--- config.mk ---
export PLATFORM = sky130hd
export DESIGN_NAME = spi_diag_slave_port_flat
export DESIGN_NICKNAME = d
export VERILOG_FILES = /design/src/rtl/spi_diag_pkg.sv /design/src/rtl/spi_diag_if.sv /design/src/rtl/spi_byte_buffer.sv /design/src/rtl/spi_diag_slave_port.sv /design/src/flat_wrapper.sv
export SDC_FILE = /design/constraint.sdc
export NUM_CORES = 1
export LEC_CHECK = 0
export ABC_AREA = 1
export BUFFER_PORTS_ARGS = -buffer_cell sky130_fd_sc_hd__buf_2
export CAP_MARGIN = 10
export CORE_ASPECT_RATIO = 0.7
export CORE_MARGIN = 2
export CORE_UTILIZATION = 50
export CTS_BUF_LIST = sky130_fd_sc_hd__clkbuf_8
export CTS_CLUSTER_DIAMETER = 30
export DETAILED_ROUTE_END_ITERATION = 8
export PLACE_DENSITY_LB_ADDON = 0.25
export SYNTH_ARGS = -nofsm -noshare
export SYNTH_HDL_FRONTEND = slang
export SYNTH_HIERARCHICAL = 1
export SYNTH_SLANG_ARGS = --single-unit
--- constraint.sdc ---
create_clock -name i_sys_clk -period 4.3 [get_ports i_sys_clk]
set_input_delay 0.215 -clock i_sys_clk [delete_from_list [all_inputs] [get_ports i_sys_clk]]
set_output_delay 0.215 -clock i_sys_clk [all_outputs]
set_load 0.005 [all_outputs]
--- src/rtl/spi_diag_pkg.sv ---
// package: constants shared by the serial diagnosis slave port and its master end
// assumes: both ends run on one system clock of 250 MHz
package spi_diag_pkg;
    localparam int unsigned FRAME_BITS = 8;
    localparam int unsigned CNT_W = 3;
    // control bits in the top of each command byte
    localparam logic [1:0] CMD_WRITE_CTRL = 2'b11;
    localparam logic [1:0] CMD_READ_CTRL = 2'b10;
    localparam int unsigned CMD_HI = 7;
    localparam int unsigned CMD_LO = 6;
    // diagnosis control field layout
    localparam int unsigned SEL_HI = 2;
    localparam int unsigned SEL_LO = 0;
    localparam int unsigned BYPASS_BIT = 3;
    localparam logic [2:0] SEL_RESET = 3'h7;
    localparam logic [2:0] SEL_LAST_CH = 3'h4;
    localparam logic [2:0] SEL_STANDBY = 3'h7;
    // standard diagnosis layout
    localparam int unsigned UNDEF_BIT = 6;
    localparam int unsigned CHANNELS = 5;
    // link timing, serial clock half period and lead/lag/gap times
    localparam int unsigned SYS_CLK_MHZ = 250;
    localparam int unsigned SCLK_HALF_NS = 250;
    localparam int unsigned CS_GUARD_NS = 1000;
    localparam int unsigned SCLK_HALF_CYC = (SCLK_HALF_NS * SYS_CLK_MHZ + 999) / 1000;
    localparam int unsigned CS_GUARD_CYC = (CS_GUARD_NS * SYS_CLK_MHZ + 999) / 1000;
endpackage : spi_diag_pkg

--- src/rtl/spi_diag_if.sv ---
// interface: the four serial wires between master and slave
// assumes: the master reads the serial output directly; only the checker looks at its enable
`timescale 1ns/1ps
interface spi_diag_if;
    logic cs_n;
    logic sclk;
    logic mosi;
    logic miso;
    logic miso_oe;
    modport slave (input cs_n, input sclk, input mosi, output miso, output miso_oe);
    modport master (input miso, input miso_oe, output cs_n, output sclk, output mosi);
endinterface : spi_diag_if

--- src/rtl/spi_byte_buffer.sv ---
// two-entry valid/ready buffer for received bytes
// assumes: one clock, both sides synchronous to it
`timescale 1ns/1ps
module spi_byte_buffer #(
    parameter int unsigned WIDTH = 8,
    parameter int unsigned DEPTH = 2
) (
    // clock and reset
    input wire logic i_sys_clk,
    input wire logic i_rst,
    // fill side
    input wire logic i_valid,
    input wire logic [WIDTH-1:0] i_data,
    output logic o_ready,
    // drain side
    output logic o_valid,
    output logic [WIDTH-1:0] o_data,
    input wire logic i_ready
);
    // the pointer and count logic below serves exactly two entries
    if (DEPTH != 2) begin : g_depth_check
        $error("buffer depth must be 2");
    end
    logic [WIDTH-1:0] mem_ff [DEPTH];
    logic [WIDTH-1:0] head_ff;
    logic wr_ptr_ff;
    logic rd_ptr_ff;
    logic [1:0] count_ff;
    logic valid_ff;
    wire push = i_valid && o_ready;
    wire pop = valid_ff && i_ready;
    wire nxt_rd_ptr = rd_ptr_ff ^ pop;
    wire [1:0] nxt_count = count_ff + {1'b0, push} - {1'b0, pop};
    // a byte pushed into the slot that becomes the head bypasses the array
    wire head_from_input = push && (wr_ptr_ff == nxt_rd_ptr);
    assign o_ready = (count_ff != 2'h2);
    assign o_valid = valid_ff;
    assign o_data = head_ff;
    always_ff @(posedge i_sys_clk) begin
        if (push) mem_ff[wr_ptr_ff] <= i_data;
        head_ff <= head_from_input ? i_data : mem_ff[nxt_rd_ptr];
    end
    always_ff @(posedge i_sys_clk or posedge i_rst) begin
        if (i_rst) begin
            wr_ptr_ff <= 1'b0;
            rd_ptr_ff <= 1'b0;
            count_ff <= 2'h0;
            valid_ff <= 1'b0;
        end else begin
            if (push) wr_ptr_ff <= ~wr_ptr_ff;
            rd_ptr_ff <= nxt_rd_ptr;
            count_ff <= nxt_count;
            valid_ff <= (nxt_count != 2'h0);
        end
    end
endmodule : spi_byte_buffer

--- src/rtl/spi_diag_slave_port.sv ---
// slave end: serial diagnosis port with control and diagnosis registers
// assumes: link pins come from another domain; analog status arrives as levels
`timescale 1ns/1ps
module spi_diag_slave_port (
    // clock and reset
    input wire logic i_sys_clk,
    input wire logic i_rst,
    // serial link
    spi_diag_if.slave link,
    // analog status levels
    input wire logic [spi_diag_pkg::CHANNELS-1:0] i_channel_output_state,
    input wire logic [spi_diag_pkg::CHANNELS-1:0] i_channel_error_flag,
    input wire logic i_bypass_above,
    input wire logic i_undefined_status_flag,
    // sense output control
    output logic [2:0] o_sense_select,
    output logic o_sense_output_en,
    output logic o_standby,
    output logic o_transmission_error_flag,
    // received byte stream
    output logic o_rx_valid,
    output logic [7:0] o_rx_data,
    input wire logic i_rx_ready
);
    // the frame decode below is written for one byte counted in three bits
    if (spi_diag_pkg::CNT_W != 3 || spi_diag_pkg::FRAME_BITS != 8) begin : g_frame_check
        $error("frame must be eight bits with a three-bit count");
    end
    // ****************************************
    // pin synchronisers
    // ****************************************
    logic [2:0] cs_sync_ff;
    logic [2:0] sclk_sync_ff;
    logic [2:0] mosi_sync_ff;
    // reset levels match the pins' idle levels, so no false edge follows reset
    always_ff @(posedge i_sys_clk or posedge i_rst) begin
        if (i_rst) begin
            cs_sync_ff <= 3'h7;
            sclk_sync_ff <= 3'h0;
            mosi_sync_ff <= 3'h0;
        end else begin
            cs_sync_ff <= {cs_sync_ff[1:0], link.cs_n};
            sclk_sync_ff <= {sclk_sync_ff[1:0], link.sclk};
            mosi_sync_ff <= {mosi_sync_ff[1:0], link.mosi};
        end
    end
    // a change counts once stages two and three agree
    logic cs_n_ff;
    logic sclk_ff;
    logic mosi_ff;
    wire cs_n_now = (cs_sync_ff[1] == cs_sync_ff[2]) ? cs_sync_ff[2] : cs_n_ff;
    wire sclk_now = (sclk_sync_ff[1] == sclk_sync_ff[2]) ? sclk_sync_ff[2] : sclk_ff;
    wire mosi_now = (mosi_sync_ff[1] == mosi_sync_ff[2]) ? mosi_sync_ff[2] : mosi_ff;
    always_ff @(posedge i_sys_clk or posedge i_rst) begin
        if (i_rst) begin
            cs_n_ff <= 1'b1;
            sclk_ff <= 1'b0;
            mosi_ff <= 1'b0;
        end else begin
            cs_n_ff <= cs_n_now;
            sclk_ff <= sclk_now;
            mosi_ff <= mosi_now;
        end
    end
    wire cs_fall = cs_n_ff && !cs_n_now;
    wire cs_rise = !cs_n_ff && cs_n_now;
    wire active = !cs_n_ff && !cs_n_now;
    wire sclk_fall = active && sclk_ff && !sclk_now;
    wire sclk_rise = active && !sclk_ff && sclk_now;
    // ****************************************
    // shift engine and registers
    // ****************************************
    logic [7:0] shift_ff;
    logic [7:0] nxt_shift;
    logic [spi_diag_pkg::CNT_W-1:0] bit_cnt_ff;
    logic any_bits_ff;
    logic out_bit_ff;
    logic out_en_ff;
    logic ter_ff;
    logic [2:0] sel_ff;
    logic read_ctrl_ff;
    logic buf_ready;
    wire [7:0] ctrl_word = {4'h0, (sel_ff == spi_diag_pkg::SEL_STANDBY) ? 1'b0 : i_bypass_above, sel_ff};
    wire [7:0] diag_word = {1'b0, i_undefined_status_flag, 1'b0, i_channel_error_flag};
    wire [7:0] load_word = read_ctrl_ff ? ctrl_word : diag_word;
    // a frame with no clock at all fails the count check like any short one
    wire frame_ok = any_bits_ff && (bit_cnt_ff == '0);
    wire [1:0] cmd = shift_ff[spi_diag_pkg::CMD_HI:spi_diag_pkg::CMD_LO];
    // a write with bit 3 set is refused whole, so a garbled byte never half-applies
    wire do_write = cs_rise && frame_ok && cmd == spi_diag_pkg::CMD_WRITE_CTRL && !shift_ff[spi_diag_pkg::BYPASS_BIT];
    wire do_read = cs_rise && frame_ok && cmd == spi_diag_pkg::CMD_READ_CTRL;
    wire byte_done = sclk_fall && (bit_cnt_ff == 3'h7);
    // sample and shift happen in the same register, msb first
    always_comb begin
        nxt_shift = shift_ff;
        if (cs_fall) nxt_shift = load_word;
        else if (sclk_fall) nxt_shift = {shift_ff[6:0], mosi_ff};
    end
    always_ff @(posedge i_sys_clk or posedge i_rst) begin
        if (i_rst) shift_ff <= 8'h00;
        else shift_ff <= nxt_shift;
    end
    // the count restarts on every select fall, so a cut frame never leaks into the next
    always_ff @(posedge i_sys_clk or posedge i_rst) begin
        if (i_rst) begin
            bit_cnt_ff <= '0;
            any_bits_ff <= 1'b0;
        end else if (cs_fall) begin
            bit_cnt_ff <= '0;
            any_bits_ff <= 1'b0;
        end else if (sclk_fall) begin
            bit_cnt_ff <= bit_cnt_ff + 3'h1;
            any_bits_ff <= 1'b1;
        end
    end
    // in a chain the first bit carries any upstream error onward
    always_ff @(posedge i_sys_clk or posedge i_rst) begin
        if (i_rst) begin
            out_bit_ff <= 1'b0;
            out_en_ff <= 1'b0;
        end else if (cs_fall) begin
            out_bit_ff <= ter_ff | mosi_now;
            out_en_ff <= 1'b1;
        end else if (cs_rise) begin
            out_en_ff <= 1'b0;
        end else if (sclk_rise) begin
            out_bit_ff <= shift_ff[7];
        end
    end
    // an error flag set by a bad frame wins over the clear of a good frame
    always_ff @(posedge i_sys_clk or posedge i_rst) begin
        if (i_rst) begin
            ter_ff <= 1'b0;
            sel_ff <= spi_diag_pkg::SEL_RESET;
            read_ctrl_ff <= 1'b0;
        end else begin
            if (cs_rise && !frame_ok) ter_ff <= 1'b1;
            else if (cs_rise) ter_ff <= 1'b0;
            if (do_write) sel_ff <= shift_ff[2:0];
            // the response chosen here is what the next select fall loads
            if (cs_rise && frame_ok) read_ctrl_ff <= do_read || do_write;
        end
    end
    // ****************************************
    // sense output and outputs
    // ****************************************
    // one compare per channel keeps the select from indexing past the last channel
    logic [spi_diag_pkg::CHANNELS-1:0] route_hit;
    for (genvar ch = 0; ch < spi_diag_pkg::CHANNELS; ch++) begin : g_route
        assign route_hit[ch] = (sel_ff == 3'(ch)) && i_channel_output_state[ch];
    end
    // codes past the last channel, standby included, never route
    wire sel_on = (sel_ff <= spi_diag_pkg::SEL_LAST_CH) && (|route_hit);
    logic sense_en_ff;
    logic standby_ff;
    // registered so the sense pin does not glitch while the select settles
    always_ff @(posedge i_sys_clk or posedge i_rst) begin
        if (i_rst) begin
            sense_en_ff <= 1'b0;
            standby_ff <= 1'b1;
        end else begin
            sense_en_ff <= sel_on;
            standby_ff <= (sel_ff == spi_diag_pkg::SEL_STANDBY);
        end
    end
    assign link.miso = out_bit_ff;
    assign link.miso_oe = out_en_ff;
    assign o_sense_select = sel_ff;
    assign o_sense_output_en = sense_en_ff;
    assign o_standby = standby_ff;
    assign o_transmission_error_flag = ter_ff;
    // ****************************************
    // received byte stream
    // ****************************************
    // the link cannot be stalled: a byte that meets a full buffer is dropped
    spi_byte_buffer #(.WIDTH(8), .DEPTH(2)) u_rx_buf (
        .i_sys_clk(i_sys_clk),
        .i_rst(i_rst),
        .i_valid(byte_done),
        .i_data(nxt_shift),
        .o_ready(buf_ready),
        .o_valid(o_rx_valid),
        .o_data(o_rx_data),
        .i_ready(i_rx_ready)
    );
endmodule : spi_diag_slave_port

--- src/flat_wrapper.sv ---
// flat-port wrapper written by rule: the top's interface ports become plain ports
module spi_diag_slave_port_flat 
  (i_sys_clk, i_rst, i_channel_output_state, i_channel_error_flag, i_bypass_above, i_undefined_status_flag, o_sense_select, o_sense_output_en, o_standby, o_transmission_error_flag, o_rx_valid, o_rx_data, i_rx_ready, link_cs_n, link_sclk, link_mosi, link_miso, link_miso_oe);
  spi_diag_if link_i ();
  input wire logic i_sys_clk;
  input wire logic i_rst;
  input wire logic [spi_diag_pkg::CHANNELS-1:0] i_channel_output_state;
  input wire logic [spi_diag_pkg::CHANNELS-1:0] i_channel_error_flag;
  input wire logic i_bypass_above;
  input wire logic i_undefined_status_flag;
  output logic [2:0] o_sense_select;
  output logic o_sense_output_en;
  output logic o_standby;
  output logic o_transmission_error_flag;
  output logic o_rx_valid;
  output logic [7:0] o_rx_data;
  input wire logic i_rx_ready;
  input wire logic [$bits(link_i.cs_n)-1:0] link_cs_n;
  input wire logic [$bits(link_i.sclk)-1:0] link_sclk;
  input wire logic [$bits(link_i.mosi)-1:0] link_mosi;
  output wire logic [$bits(link_i.miso)-1:0] link_miso;
  output wire logic [$bits(link_i.miso_oe)-1:0] link_miso_oe;
  assign link_i.cs_n = link_cs_n;
  assign link_i.sclk = link_sclk;
  assign link_i.mosi = link_mosi;
  assign link_miso = link_i.miso;
  assign link_miso_oe = link_i.miso_oe;
  spi_diag_slave_port u_core (.i_sys_clk(i_sys_clk), .i_rst(i_rst), .link(link_i), .i_channel_output_state(i_channel_output_state), .i_channel_error_flag(i_channel_error_flag), .i_bypass_above(i_bypass_above), .i_undefined_status_flag(i_undefined_status_flag), .o_sense_select(o_sense_select), .o_sense_output_en(o_sense_output_en), .o_standby(o_standby), .o_transmission_error_flag(o_transmission_error_flag), .o_rx_valid(o_rx_valid), .o_rx_data(o_rx_data), .i_rx_ready(i_rx_ready));
endmodule
==> impl_metrics.env, run 1 <==
export IMPL_avgSynthCellArea_um2=10.79
export IMPL_grt_setup_unrepaired="no"
export IMPL_die_area_um2=5416
export IMPL_cts_buffer_depth=2
export IMPL_max_slew_margin_pct=48.98
export IMPL_cts_tree="built"
export IMPL_worstSetupPathType="reg2reg"
export IMPL_yosysSeqAreaShare_pct=60.46
export IMPL_path_clk_slew_ps=90
export IMPL_finalWirelength_um=4015
export IMPL_hp_class="in2reg"
export IMPL_num_fill_cells=393
export IMPL_total_power_mw=1.357
export IMPL_syn_area_um2=2417
export IMPL_gp_congestion=0.7322
export IMPL_antenna_found_initial=0
export IMPL_drc=0
export IMPL_synthToLayoutAreaGrowth_pct=15.84
export IMPL_required_ps=4240
export IMPL_diodes=0
export IMPL_drtIter0Drc=53
export IMPL_ff_latch_area_um2=1461
export IMPL_p_clk_share_pct=28.8
export IMPL_gr_total_overflow=0
export IMPL_period_minus_slack_ps=2399
export IMPL_track_usage_pct=16.41
export IMPL_cellInternalPower_mw=0.9873
export IMPL_syn_inst=224
export IMPL_detail_route_antenna_nets=0
export IMPL_tns_ps=0
export IMPL_status="complete, no violations"
export IMPL_p_leak_nw=1.388
export IMPL_synth_cell_types=28
export IMPL_tightest_slew_ps=762.5
export IMPL_grt_max_degree=34
export IMPL_postCtsSetupBuffers=0
export IMPL_first_global_vias=1538
export IMPL_rows=21
export IMPL_post_route_util_pct=59.21
export IMPL_yosys_warnings=6
export IMPL_start_kind="flip-flop"
export IMPL_cts_buffers=5
export IMPL_worstSkewPairLatency_ps=310
export IMPL_nNetsFinal=291
export IMPL_layout_drive_gt1_share_pct=27.34
export IMPL_combinationalPowerShare_pct=19.9
export IMPL_htreeDepth=2
export IMPL_routedWlPerCell_um=12.39
export IMPL_setup_viol=0
export IMPL_peakVddDrop_uv=287.9
export IMPL_power_share_sequential_pct=51.3
export IMPL_ctsResizeCount=0
export IMPL_ios=35
export IMPL_die_height_um=62.18
export IMPL_max_cap_violations=0
export IMPL_final_cells=324
export IMPL_start_util_pct=51.11
export IMPL_io_buffers=34
export IMPL_cts_sink_count=55
export IMPL_finalCritPeriodShare_pct=55.78
export IMPL_grt_pass1_wl_um=6893
export IMPL_vias=1621
export IMPL_fmax_ghz=0.4169
export IMPL_root_buffer="clkbuf_8"
export IMPL_p_switching_mw=0.3692
export IMPL_core_area_um2=4730
export IMPL_dr_pass1_iters=4
export IMPL_multiInputGateArea_um2=800.8
export IMPL_fin_worst_skew_ps=6.388
export IMPL_place_hpwl_um=2894
export IMPL_hold_viol_final=0
export IMPL_p_sw_share_pct=27.22
export IMPL_cp_arrival_ps=2340
export IMPL_slew_violations=0
export IMPL_syn_nets=249
export IMPL_via_per_inst=5.003
export IMPL_dp_cells=312
export IMPL_worstPathMaxFanout=9
export IMPL_synth_seq_cells=55
export IMPL_crit_path_end_kind="flip-flop"
export IMPL_dieWidth_um=87.11
export IMPL_power_density_nw_per_um2=484.4
## sequential cells by signal, summed over array words and instances (netlist names), 2 cells and up, named ones only
signal,count
u_core/sclk_sync_ff,3
u_core/mosi_sync_ff,3
u_core/bit_cnt_ff,3
u_core/u_rx_buf/count_ff,2
u_core/cs_sync_ff,3
u_core/o_sense_select,3
u_core/u_rx_buf/mem_ff,16
u_core/shift_ff,8
## power by group through the flow
stage | sequential [mW] | combinational (mW) | clock, mW
finish | 0.696 | 0.270 | 0.390
detailed placement | 0.707 | 0.271 | 0
floorplan | 0.679 | 0.223 | 0
CTS | 0.696 | 0.275 | 0.402
global placement | 0.706 | 0.268 | 0
global route | 0.707 | 0.310 | 0.424
## cells in the final DEF, fill, tap and decap left out
cell / instances
a22oi_1: 3
inv_2: 1
ha_1: 7
nor3b_2: 1
nand3_1: 22
edfxtp_1: 16
nand3_2: 3
inv_1: 31
dfrtp_1: 30
nand2_1: 52
nor2_4: 2
nor3b_1: 1
bufinv_16: 2
buf_2: 34
buf_4: 1
dlygate4sd3_1: 4
nor3_1: 1
clkbuf_8: 5
nand4_1: 3
nor3_4: 1
a21oi_1: 5
nand2_4: 1
nor2_2: 1
dfstp_2: 8
nand2_2: 5
mux2_4: 8
xnor2_1: 1
dfxtp_1: 1
nor2_1: 14
o21ai_0: 2
o21a_1: 1
## Yosys cell counts
cell	number	area [um2]
nand2_1	52	195.2
dfrtp_1	30	750.7
inv_1	30	112.6
nand3_1	22	110.1
edfxtp_1	16	480.5
nor2_1	14	52.55
dfstp_2	8	210.2
mux2_4	8	120.1
ha_1	7	87.58
a21oi_1	5	25.02
nand2_2	5	31.28
a22oi_1	3	22.52
buf_6	3	33.78
nand3_2	3	30.03
nand4_1	3	18.77
nor2_4	2	22.52
o21ai_0	2	10.01
buf_2	1	5.000
dfxtp_1	1	20.02
inv_2	1	3.750
nand2_4	1	11.26
nor2_2	1	6.260
nor3_1	1	5.000
nor3_4	1	16.27
nor3b_1	1	7.510
nor3b_2	1	12.51
o21a_1	1	7.510
xnor2_1	1	8.760
## through the flow
stage,cell area [um2],setup WS (ps),hold WS [ps]
global route,2800,1654,176.8
floorplan,2417,2217,-6.479
detailed placement,2628,1888,133.9
global placement,2628,1984,134.2
finish,2800,1901,167.1
CTS,2800,1868,157.4
## what timing repair did
| item | 4_1_cts | 5_1_grt |
|---|---|---|
| endpoints found under the setup margin | 0 | 0 |
| endpoints found under the hold margin | 19 | 0 |
| hold buffers | 4 | 0 |
## per-layer routing
metal	part of all wire (%)	track usage, %	vias to the layer above
met2	44	24.62	35
met4	1.2	5.192	0
met1	50	23.55	774
met5	0	0	-
met3	4.6	4.255	4
li1	-	-	808
## cells by family (layout without fill, tap and decap cells)
logic type / Yosys count / in the layout / share of synthesized area [%]
and+or+nand+nor: 107 / 107 / 21.48
adders and majority gates: 7 / 7 / 3.623
muxes: 8 / 8 / 4.969
AOI/OAI and AO/OA: 11 / 11 / 2.691
xor gates and xnor gates: 1 / 1 / 0.3624
DFF: 55 / 55 / 60.46
buffers and inverters: 35 / 78 / 6.418
## final cells by class
cell class | instances | share of cell area (%)
flip-flops and latches | 55 | 52.19
multi-input cells | 134 | 28.60
repair buffers | 39 | 7.775
inverters | 31 | 4.156
well taps | 57 | 2.547
clock buffers | 5 | 2.458
clock inverters | 3 | 2.279
## path summary, 6_finish.rpt
kind | start | endpoint | slack (ps) | cells after the start
max in group asynchronous | i_rst | u_core/o_sense_select[0]$_DFFE_PP1P_ | 3430 | 4
min in group asynchronous | i_rst | u_core/u_rx_buf/count_ff[0]$_DFF_PP0_ | 360 | 3
min | i_channel_output_state[4] | u_core/o_sense_output_en$_DFF_PP0_ | 170 | 3
max reg2reg | u_core/cs_n_ff$_DFF_PP1_ | u_core/u_rx_buf/mem_ff[1][4]$_DFFE_PP_ | 1900 | 8
min reg2reg | u_core/mosi_sync_ff[0]$_DFF_PP0_ | u_core/mosi_sync_ff[1]$_DFF_PP0_ | 350 | 0
max | u_core/cs_n_ff$_DFF_PP1_ | u_core/u_rx_buf/mem_ff[1][4]$_DFFE_PP_ | 1900 | 8
## worst max-delay path: stages (launching register included)
cell and delay [ps]:
dfstp_2 390, a21oi_1 140, nor2_1 80, inv_1 80, ha_1 180, nand2_2 80
nor3b_1 380, nand2_4 110, nor2_1 600
Power figures use the tool's default switching activity.
==> run 2, diff against run 1 <==
--- a/config.mk
+++ b/config.mk
@@ -5,7 +5,7 @@
 export SDC_FILE = /design/constraint.sdc
 export NUM_CORES = 1
 export LEC_CHECK = 0
-export ABC_AREA = 1
+export ABC_AREA = 0
 export BUFFER_PORTS_ARGS = -buffer_cell sky130_fd_sc_hd__buf_2
 export CAP_MARGIN = 10
 export CORE_ASPECT_RATIO = 0.7
==> constraint.sdc (replaced) <==
create_clock -name i_sys_clk -period 2 [get_ports i_sys_clk]
set_input_delay 0.1 -clock i_sys_clk [delete_from_list [all_inputs] [get_ports i_sys_clk]]
set_output_delay 0.1 -clock i_sys_clk [all_outputs]
set_load 0.005 [all_outputs]
==> run 2 against run 1 <==
Compared with the run above: worst setup slack worse by 2100 ps; the flow now finishes with violations (negative setup slack); utilization is 10 points higher; first-iteration DRC count grew 96%; final cell count down 13%; register-to-register slack worse by 2100 ps; critical path depth up 3; non-clock buffer count up 22; clock skew shrank 1.2 ps; critical path type unchanged; die area decreased by 5.6%; sequential power is 110% higher; power up 96%.
==> impl_metrics.env, run 2 <==
export IMPL_status="finished with violations"
export IMPL_failed_checks="negative setup slack"
export IMPL_first_global_vias=1422
export IMPL_crit_path_end_kind="flip-flop"
export IMPL_num_fill_cells=303
export IMPL_yosys_warnings=6
export IMPL_topRoutingLayerUsed="met4"
export IMPL_power_density_nw_per_um2=878.7
export IMPL_antenna_found_initial=0
export IMPL_dr_pass1_iters=4
export IMPL_crit_chain="a21o_1, o21a_1, inv_2, ha_4, and4bb_2, and2_4, nand2_4, xor2_2, ha_1, nor2b_1, mux2i_1"
export IMPL_peakVddDrop_uv=474.9
export IMPL_finalWirelength_um=4839
export IMPL_vias=1478
export IMPL_syn_nets=189
export IMPL_nNetsFinal=252
export IMPL_syn_inst=164
export IMPL_final_common_cell="buf_2"
export IMPL_post_route_util_pct=69.45
export IMPL_die_height_um=60.42
export IMPL_cellInternalPower_mw=1.890
export IMPL_synth_edf_count=16
export IMPL_synth_most_common_cell="dfrtp_1"
export IMPL_syn_area_um2=2273
export IMPL_max_stage_delay_ps=560
export IMPL_max_cap_violations=0
export IMPL_largest_reg_flops=16
export IMPL_dr_wl_met2_um=2487
export IMPL_top_register="u_core/u_rx_buf/mem_ff"
export IMPL_fin_worst_skew_ps=5.228
export IMPL_fmax_ghz=0.4500
export IMPL_hp_class="in2reg"
export IMPL_ios=35
export IMPL_yosysTopAreaCell="dfrtp_1"
export IMPL_period_minus_slack_ps=2222
export IMPL_routedWlPerCell_um=17.10
export IMPL_cts_buffers=5
export IMPL_worstSkewPairLatency_ps=300
export IMPL_diodes=0
export IMPL_cp_top_family="simple AND/OR/NAND/NOR gates"
export IMPL_netlist_area_leader_share_pct=33.02
export IMPL_top_regs="u_core/u_rx_buf/mem_ff: 16 flops, u_core/shift_ff: 8 flops"
export IMPL_p_sw_share_pct=28.89
export IMPL_gp_congestion=0.8290
export IMPL_detail_route_antenna_nets=0
export IMPL_hold_viol_final=0
export IMPL_synthToLayoutAreaGrowth_pct=33.02
export IMPL_drtIter0Drc=104
export IMPL_required_ps=2190
export IMPL_grt_max_degree=34
export IMPL_dieWidth_um=84.60
export IMPL_start_util_pct=52.21
export IMPL_detailedPlace_worstSlack_ps=-283.7
export IMPL_tightest_slew_ps=420.8
export IMPL_via_per_inst=5.223
export IMPL_path_clk_slew_ps=90
export IMPL_wl_met1_um=2076
export IMPL_htreeDepth=2
export IMPL_cts_buffer_depth=2
export IMPL_max_slew_margin_pct=71.95
export IMPL_p_clk_share_pct=21.3
export IMPL_path_buf_inv=1
export IMPL_core_area_um2=4354
export IMPL_p_leak_nw=1.285
export IMPL_gr_total_overflow=0
export IMPL_drc=0
export IMPL_die_area_um2=5111
export IMPL_setup_viol=42
export IMPL_layout_common_cells="34 x buf_2, 30 x dfrtp_1, 18 x buf_4"
export IMPL_wl_met3_um=256
export IMPL_synth_area_top_cells="dfrtp_1 33%, edfxtp_1 21%, dfstp_2 9.2%"
export IMPL_rows=20
export IMPL_synth_seq_cells=55
export IMPL_worstPathMaxFanout=3
export IMPL_async_flop_share_pct=69.09
export IMPL_holdWs_ps=65.32
export IMPL_worstSetupPathType="reg2reg"
export IMPL_start_kind="flip-flop"
export IMPL_track_usage_pct=17.78
export IMPL_avgSynthCellArea_um2=13.86
export IMPL_combinationalPowerShare_pct=23.7
export IMPL_p_switching_mw=0.7676
export IMPL_place_hpwl_um=3002
export IMPL_crit_path_top_delay_cell="dfstp_2"
export IMPL_synth_top_flop_cell="dfrtp_1"
export IMPL_layout_drive_gt1_share_pct=49.56
export IMPL_finalCritPeriodShare_pct=111.1
export IMPL_power_share_sequential_pct=55.1
export IMPL_synth_common_cells="30 x dfrtp_1, 16 x edfxtp_1, 12 x mux2i_1, 11 x mux2_2, 10 x nor2_1"
export IMPL_io_buffers=34
export IMPL_worst_slack_ps=-222.0
export IMPL_slew_violations=0
export IMPL_grt_pass1_wl_um=6741
export IMPL_cp_arrival_ps=2410
export IMPL_grt_setup_unrepaired="yes"
export IMPL_cts_sink_count=55
export IMPL_root_buffer="clkbuf_8"
export IMPL_yosysSeqAreaShare_pct=64.28
export IMPL_synth_cell_types=38
export IMPL_cts_tree="built"
[run 2: worst min-delay path, stage by stage]
cell	delay (ps)
buf_2	90
nand2_1	50
o21ai_2	80
[run 2: per-layer routing]
layer  GRT usage, %  vias to the layer above
li1               -                      695
met1          22.13                      737
met2          30.93                       44
met3          4.762                        2
met4          6.576                        0
met5              0                        -
[run 2: what timing repair did]
item                                   CTS  global route
pin swaps                                4            10
gates cloned                             0             1
endpoints found under the hold margin   33             0
setup endpoints to repair               41            45
hold buffers                             4             0
gates resized for setup                 23            26
setup buffers                            6            11
[run 2: area by class of cell]
cell class                 count  area [um2]  share of cell area, %
timing repair buffer          61       424.2                  14.03
tap                           55       68.82                  2.276
clock buffer                   5       68.82                  2.276
inverter                      10       38.79                  1.283
multi-input combinational     94       945.9                  31.28
clock inverter                 3       16.27                 0.5379
sequential                    55        1461                  48.32
[run 2: through the flow]
step | total power [mW] | std cells | instance area (um2) | setup TNS [ps]
after floorplan | 1.765 | 164 | 2291 | -4179
after global placement | 1.916 | 260 | 2581 | -235.5
after detailed placement | 1.959 | 260 | 2581 | -2883
after CTS | 2.588 | 277 | 2833 | -959.7
after global routing | 2.812 | 283 | 3024 | -8212
final | 2.657 | 283 | 3024 | -4549
[run 2: logic make-up after synthesis]
group,count (synthesis),synth area share [%]
adder cells (fa/ha/maj),9,4.733
XOR/XNOR,5,1.926
flip-flops,55,64.28
buffers and inverters,15,3.192
multiplexers,24,11.72
AND/OR/NAND/NOR,35,8.145
AO/OA/AOI/OAI,21,5.999
[run 2: final timing paths]
check | endpoint | cells past startpoint | startpoint | slack, ps
min in group asynchronous | u_core/u_rx_buf/count_ff[0]$_DFF_PP0_ | 3 | i_rst | 250
max reg2reg | u_core/u_rx_buf/o_valid$_DFF_PP0_ | 11 | u_core/cs_sync_ff[1]$_DFF_PP1_ | -220
max in group asynchronous | u_core/o_sense_select[1]$_DFFE_PP1P_ | 4 | i_rst | 1220
min | u_core/shift_ff[6]$_DFF_PP0_ | 3 | i_undefined_status_flag | 70
min reg2reg | u_core/sclk_sync_ff[1]$_DFF_PP0_ | 0 | u_core/sclk_sync_ff[0]$_DFF_PP0_ | 350
max | u_core/u_rx_buf/o_valid$_DFF_PP0_ | 11 | u_core/cs_sync_ff[1]$_DFF_PP1_ | -220
[run 2: power by group through the flow]
stage	combinational [mW]	sequential (mW)	clock, mW
finish	0.629	1.46	0.566
detailed placement	0.504	1.45	0
floorplan	0.367	1.40	0
global placement	0.478	1.44	0
CTS	0.563	1.44	0.588
global route	0.687	1.48	0.643
==> run 3, diff against run 2 <==
--- a/config.mk
+++ b/config.mk
@@ -5,13 +5,13 @@
 export SDC_FILE = /design/constraint.sdc
 export NUM_CORES = 1
 export LEC_CHECK = 0
-export ABC_AREA = 0
+export ABC_AREA = 1
 export BUFFER_PORTS_ARGS = -buffer_cell sky130_fd_sc_hd__buf_2
 export CAP_MARGIN = 10
 export CORE_ASPECT_RATIO = 0.7
 export CORE_MARGIN = 2
 export CORE_UTILIZATION = 50
-export CTS_BUF_LIST = sky130_fd_sc_hd__clkbuf_8
+export CTS_BUF_LIST = sky130_fd_sc_hd__clkbuf_2
 export CTS_CLUSTER_DIAMETER = 30
 export DETAILED_ROUTE_END_ITERATION = 8
 export PLACE_DENSITY_LB_ADDON = 0.25
==> run 3 against run 2 <==
Compared with the run above: the flow now finishes without violations; utilization fell by 3.9 points; first-iteration DRC count fell by 8.7%; flip-flop and latch count did not move; die area rose by 6.0%; non-clock buffer count rose by 4; final cell count rose by 24%; clock skew rose by 14 ps; sequential power rose by 3%; critical path type unchanged.
==> impl_metrics.env, run 3 (synthesis gave the netlist of run 1 again) <==
export IMPL_dr_pass1_iters=4
export IMPL_cts_tree="built"
export IMPL_detail_route_antenna_nets=0
export IMPL_holdWs_ps=96.61
export IMPL_drc=0
export IMPL_finalCritPeriodShare_pct=99.46
export IMPL_num_fill_cells=376
export IMPL_crit_path_top_delay_cell="dfstp_2"
export IMPL_start_util_pct=51.11
export IMPL_multiInputGateArea_um2=934.6
export IMPL_antenna_found_initial=0
export IMPL_cp_arrival_ps=2320
export IMPL_place_hpwl_um=2951
export IMPL_path_clk_slew_ps=250
export IMPL_status="complete, no violations"
export IMPL_fmax_ghz=0.5027
export IMPL_worstSkewPairLatency_ps=420
export IMPL_gp_congestion=0.7973
export IMPL_rr_endpoint="u_core/u_rx_buf/o_valid$_DFF_PP0_"
export IMPL_gr_total_overflow=0
export IMPL_top_regs="u_core/u_rx_buf/mem_ff: 16 flops, u_core/shift_ff: 8 flops"
export IMPL_via_per_inst=4.883
export IMPL_first_global_vias=1617
export IMPL_diodes=0
export IMPL_worstSetupPathType="reg2reg"
export IMPL_ff_latch_area_um2=1461
export IMPL_max_slew_margin_pct=65.04
export IMPL_cts_buffers=5
export IMPL_htreeDepth=2
export IMPL_path_buf_inv=3
export IMPL_rows=21
export IMPL_tightest_slew_ps=523.7
export IMPL_track_usage_pct=16.64
export IMPL_fin_worst_skew_ps=19.72
export IMPL_grt_max_degree=34
export IMPL_startpoint="u_core/cs_n_ff$_DFF_PP1_"
export IMPL_die_height_um=62.18
export IMPL_slew_violations=0
export IMPL_crit_cells=16
export IMPL_layout_drive_gt1_share_pct=41.16
export IMPL_crit_path_end_kind="flip-flop"
export IMPL_grt_pass1_wl_um=7044
export IMPL_top_register="u_core/u_rx_buf/mem_ff"
export IMPL_period_minus_slack_ps=1989
export IMPL_hold_viol_final=0
export IMPL_cp_top_family="simple AND/OR/NAND/NOR gates"
export IMPL_crit_chain="a21oi_2, nor2_2, inv_2, ha_4, nand2_4, nor3b_4, nand2_4, nand2_2, nand2_2, ha_4, inv_2, nand2_2, nand2_2, inv_2, nand2_2, nand3_2"
export IMPL_layout_common_cells="44 x nand2_1, 34 x buf_2, 30 x dfrtp_1"
export IMPL_detailedPlace_worstSlack_ps=-96.30
export IMPL_synthToLayoutAreaGrowth_pct=28.31
export IMPL_worstPathMaxFanout=4
export IMPL_grtUsageMet2_pct=25.95
export IMPL_cp_common_cell="nand2_2"
export IMPL_routedWlPerCell_um=12.45
export IMPL_cp_endpoint="u_core/u_rx_buf/o_valid$_DFF_PP0_"
export IMPL_grt_util_met1_pct=23.16
export IMPL_nNetsFinal=318
export IMPL_peakVddDrop_uv=450.4
export IMPL_root_buffer="clkbuf_2"
export IMPL_die_area_um2=5416
export IMPL_ios=35
export IMPL_required_ps=2330
export IMPL_drtIter0Drc=95
export IMPL_use_met3_pct=4.122
export IMPL_hp_class="in2async"
export IMPL_p_leak_nw=1.507
export IMPL_setup_viol=0
export IMPL_worstRegToRegCells=16
export IMPL_cts_buffer_depth=2
export IMPL_cts_sink_count=55
export IMPL_io_buffers=34
export IMPL_r2r_slack_ps=10
export IMPL_vias=1714
export IMPL_power_density_nw_per_um2=857.1
export IMPL_grt_busiest_layer="met2"
export IMPL_max_stage_delay_ps=450
export IMPL_dieWidth_um=87.11
export IMPL_core_area_um2=4730
export IMPL_final_common_cell="nand2_1"
export IMPL_worst_slack_ps=10.89
export IMPL_r2r_start="u_core/cs_n_ff$_DFF_PP1_"
export IMPL_finalWirelength_um=4369
export IMPL_largest_reg_flops=16
export IMPL_max_cap_violations=0
export IMPL_start_kind="flip-flop"
export IMPL_grt_setup_unrepaired="yes"
==> run 3: cell types whose count changed in the layout (fill, tap and decap cells not counted), sizes merged, moves of 5 or more <==
| cell | change |
|---|---|
| nand2 | +48 |
| nand3 | +25 |
| inv | +21 |
| mux2i | -12 |
| dlygate4sd3 | +8 |
| nor2 | +8 |
| nor2b | -5 |
==> run 3: metrics by stage <==
stage               std cells  instance area [um2]  total power [mW]  util (%)  TNS, ps
detailed placement        322                 2738             2.127     57.88   -165.2
CTS                       346                 2954             2.594     62.46   -100.6
floorplan                 224                 2427             1.939         -        0
global route              351                 3102             2.837     65.58   -934.8
finish                    351                 3102             2.658     65.58        0
global placement          322                 2738             2.111     57.88        0
==> run 3: tightest hold or removal path, stage by stage <==
cell and delay, ps:
dlygate4sd3_1 530, buf_2 120, inv_1 160
==> run 3: worst min path at each step <==
stage / start / endpoint / slack, ps / cells after the start
2_1_floorplan: i_rst / u_core/u_rx_buf/count_ff[0]$_DFF_PP0_ / -120 / 1
3_3_place_gp: i_rst / u_core/u_rx_buf/count_ff[0]$_DFF_PP0_ / 20 / 2
3_5_place_dp: i_rst / u_core/u_rx_buf/count_ff[0]$_DFF_PP0_ / 30 / 2
4_1_cts: i_rst / u_core/u_rx_buf/count_ff[0]$_DFF_PP0_ / 70 / 3
5_1_grt: i_rst / u_core/u_rx_buf/count_ff[0]$_DFF_PP0_ / 60 / 3
6_report: i_rst / u_core/u_rx_buf/count_ff[0]$_DFF_PP0_ / 100 / 3
==> run 3: cell type report <==
cell class              count  area share [%]
clock buffers               6          0.9681
clock inverters             2          0.4034
inverters                  31           3.752
multi-input cells         135           30.13
flip-flops and latches     55           47.12
well taps                  57           2.299
repair buffers             65           15.33
==> run 3: metal layers <==
metal  share of wire (%)  vias up  wire [um]
li1                    -      866          -
met1                  49      804       2150
met2                  46       40       2014
met3                 4.1        4        177
met4                0.60        0         26
met5                   0        -          0
==> run 3: power by group <==
part           total (mW)  switching (mW)  internal, mW
Clock               0.414           0.325        0.0891
Combinational       0.730           0.359         0.371
Sequential           1.51           0.169          1.35
Total                2.66           0.852          1.81
==> run 3: repair_timing <==
item	CTS	global route
cloned	0	2
setup buffers	4	7
gates resized for setup	8	25
pin swaps	12	15
endpoints found under the hold margin	43	0
endpoints found under the setup margin	12	41
hold buffers	12	0
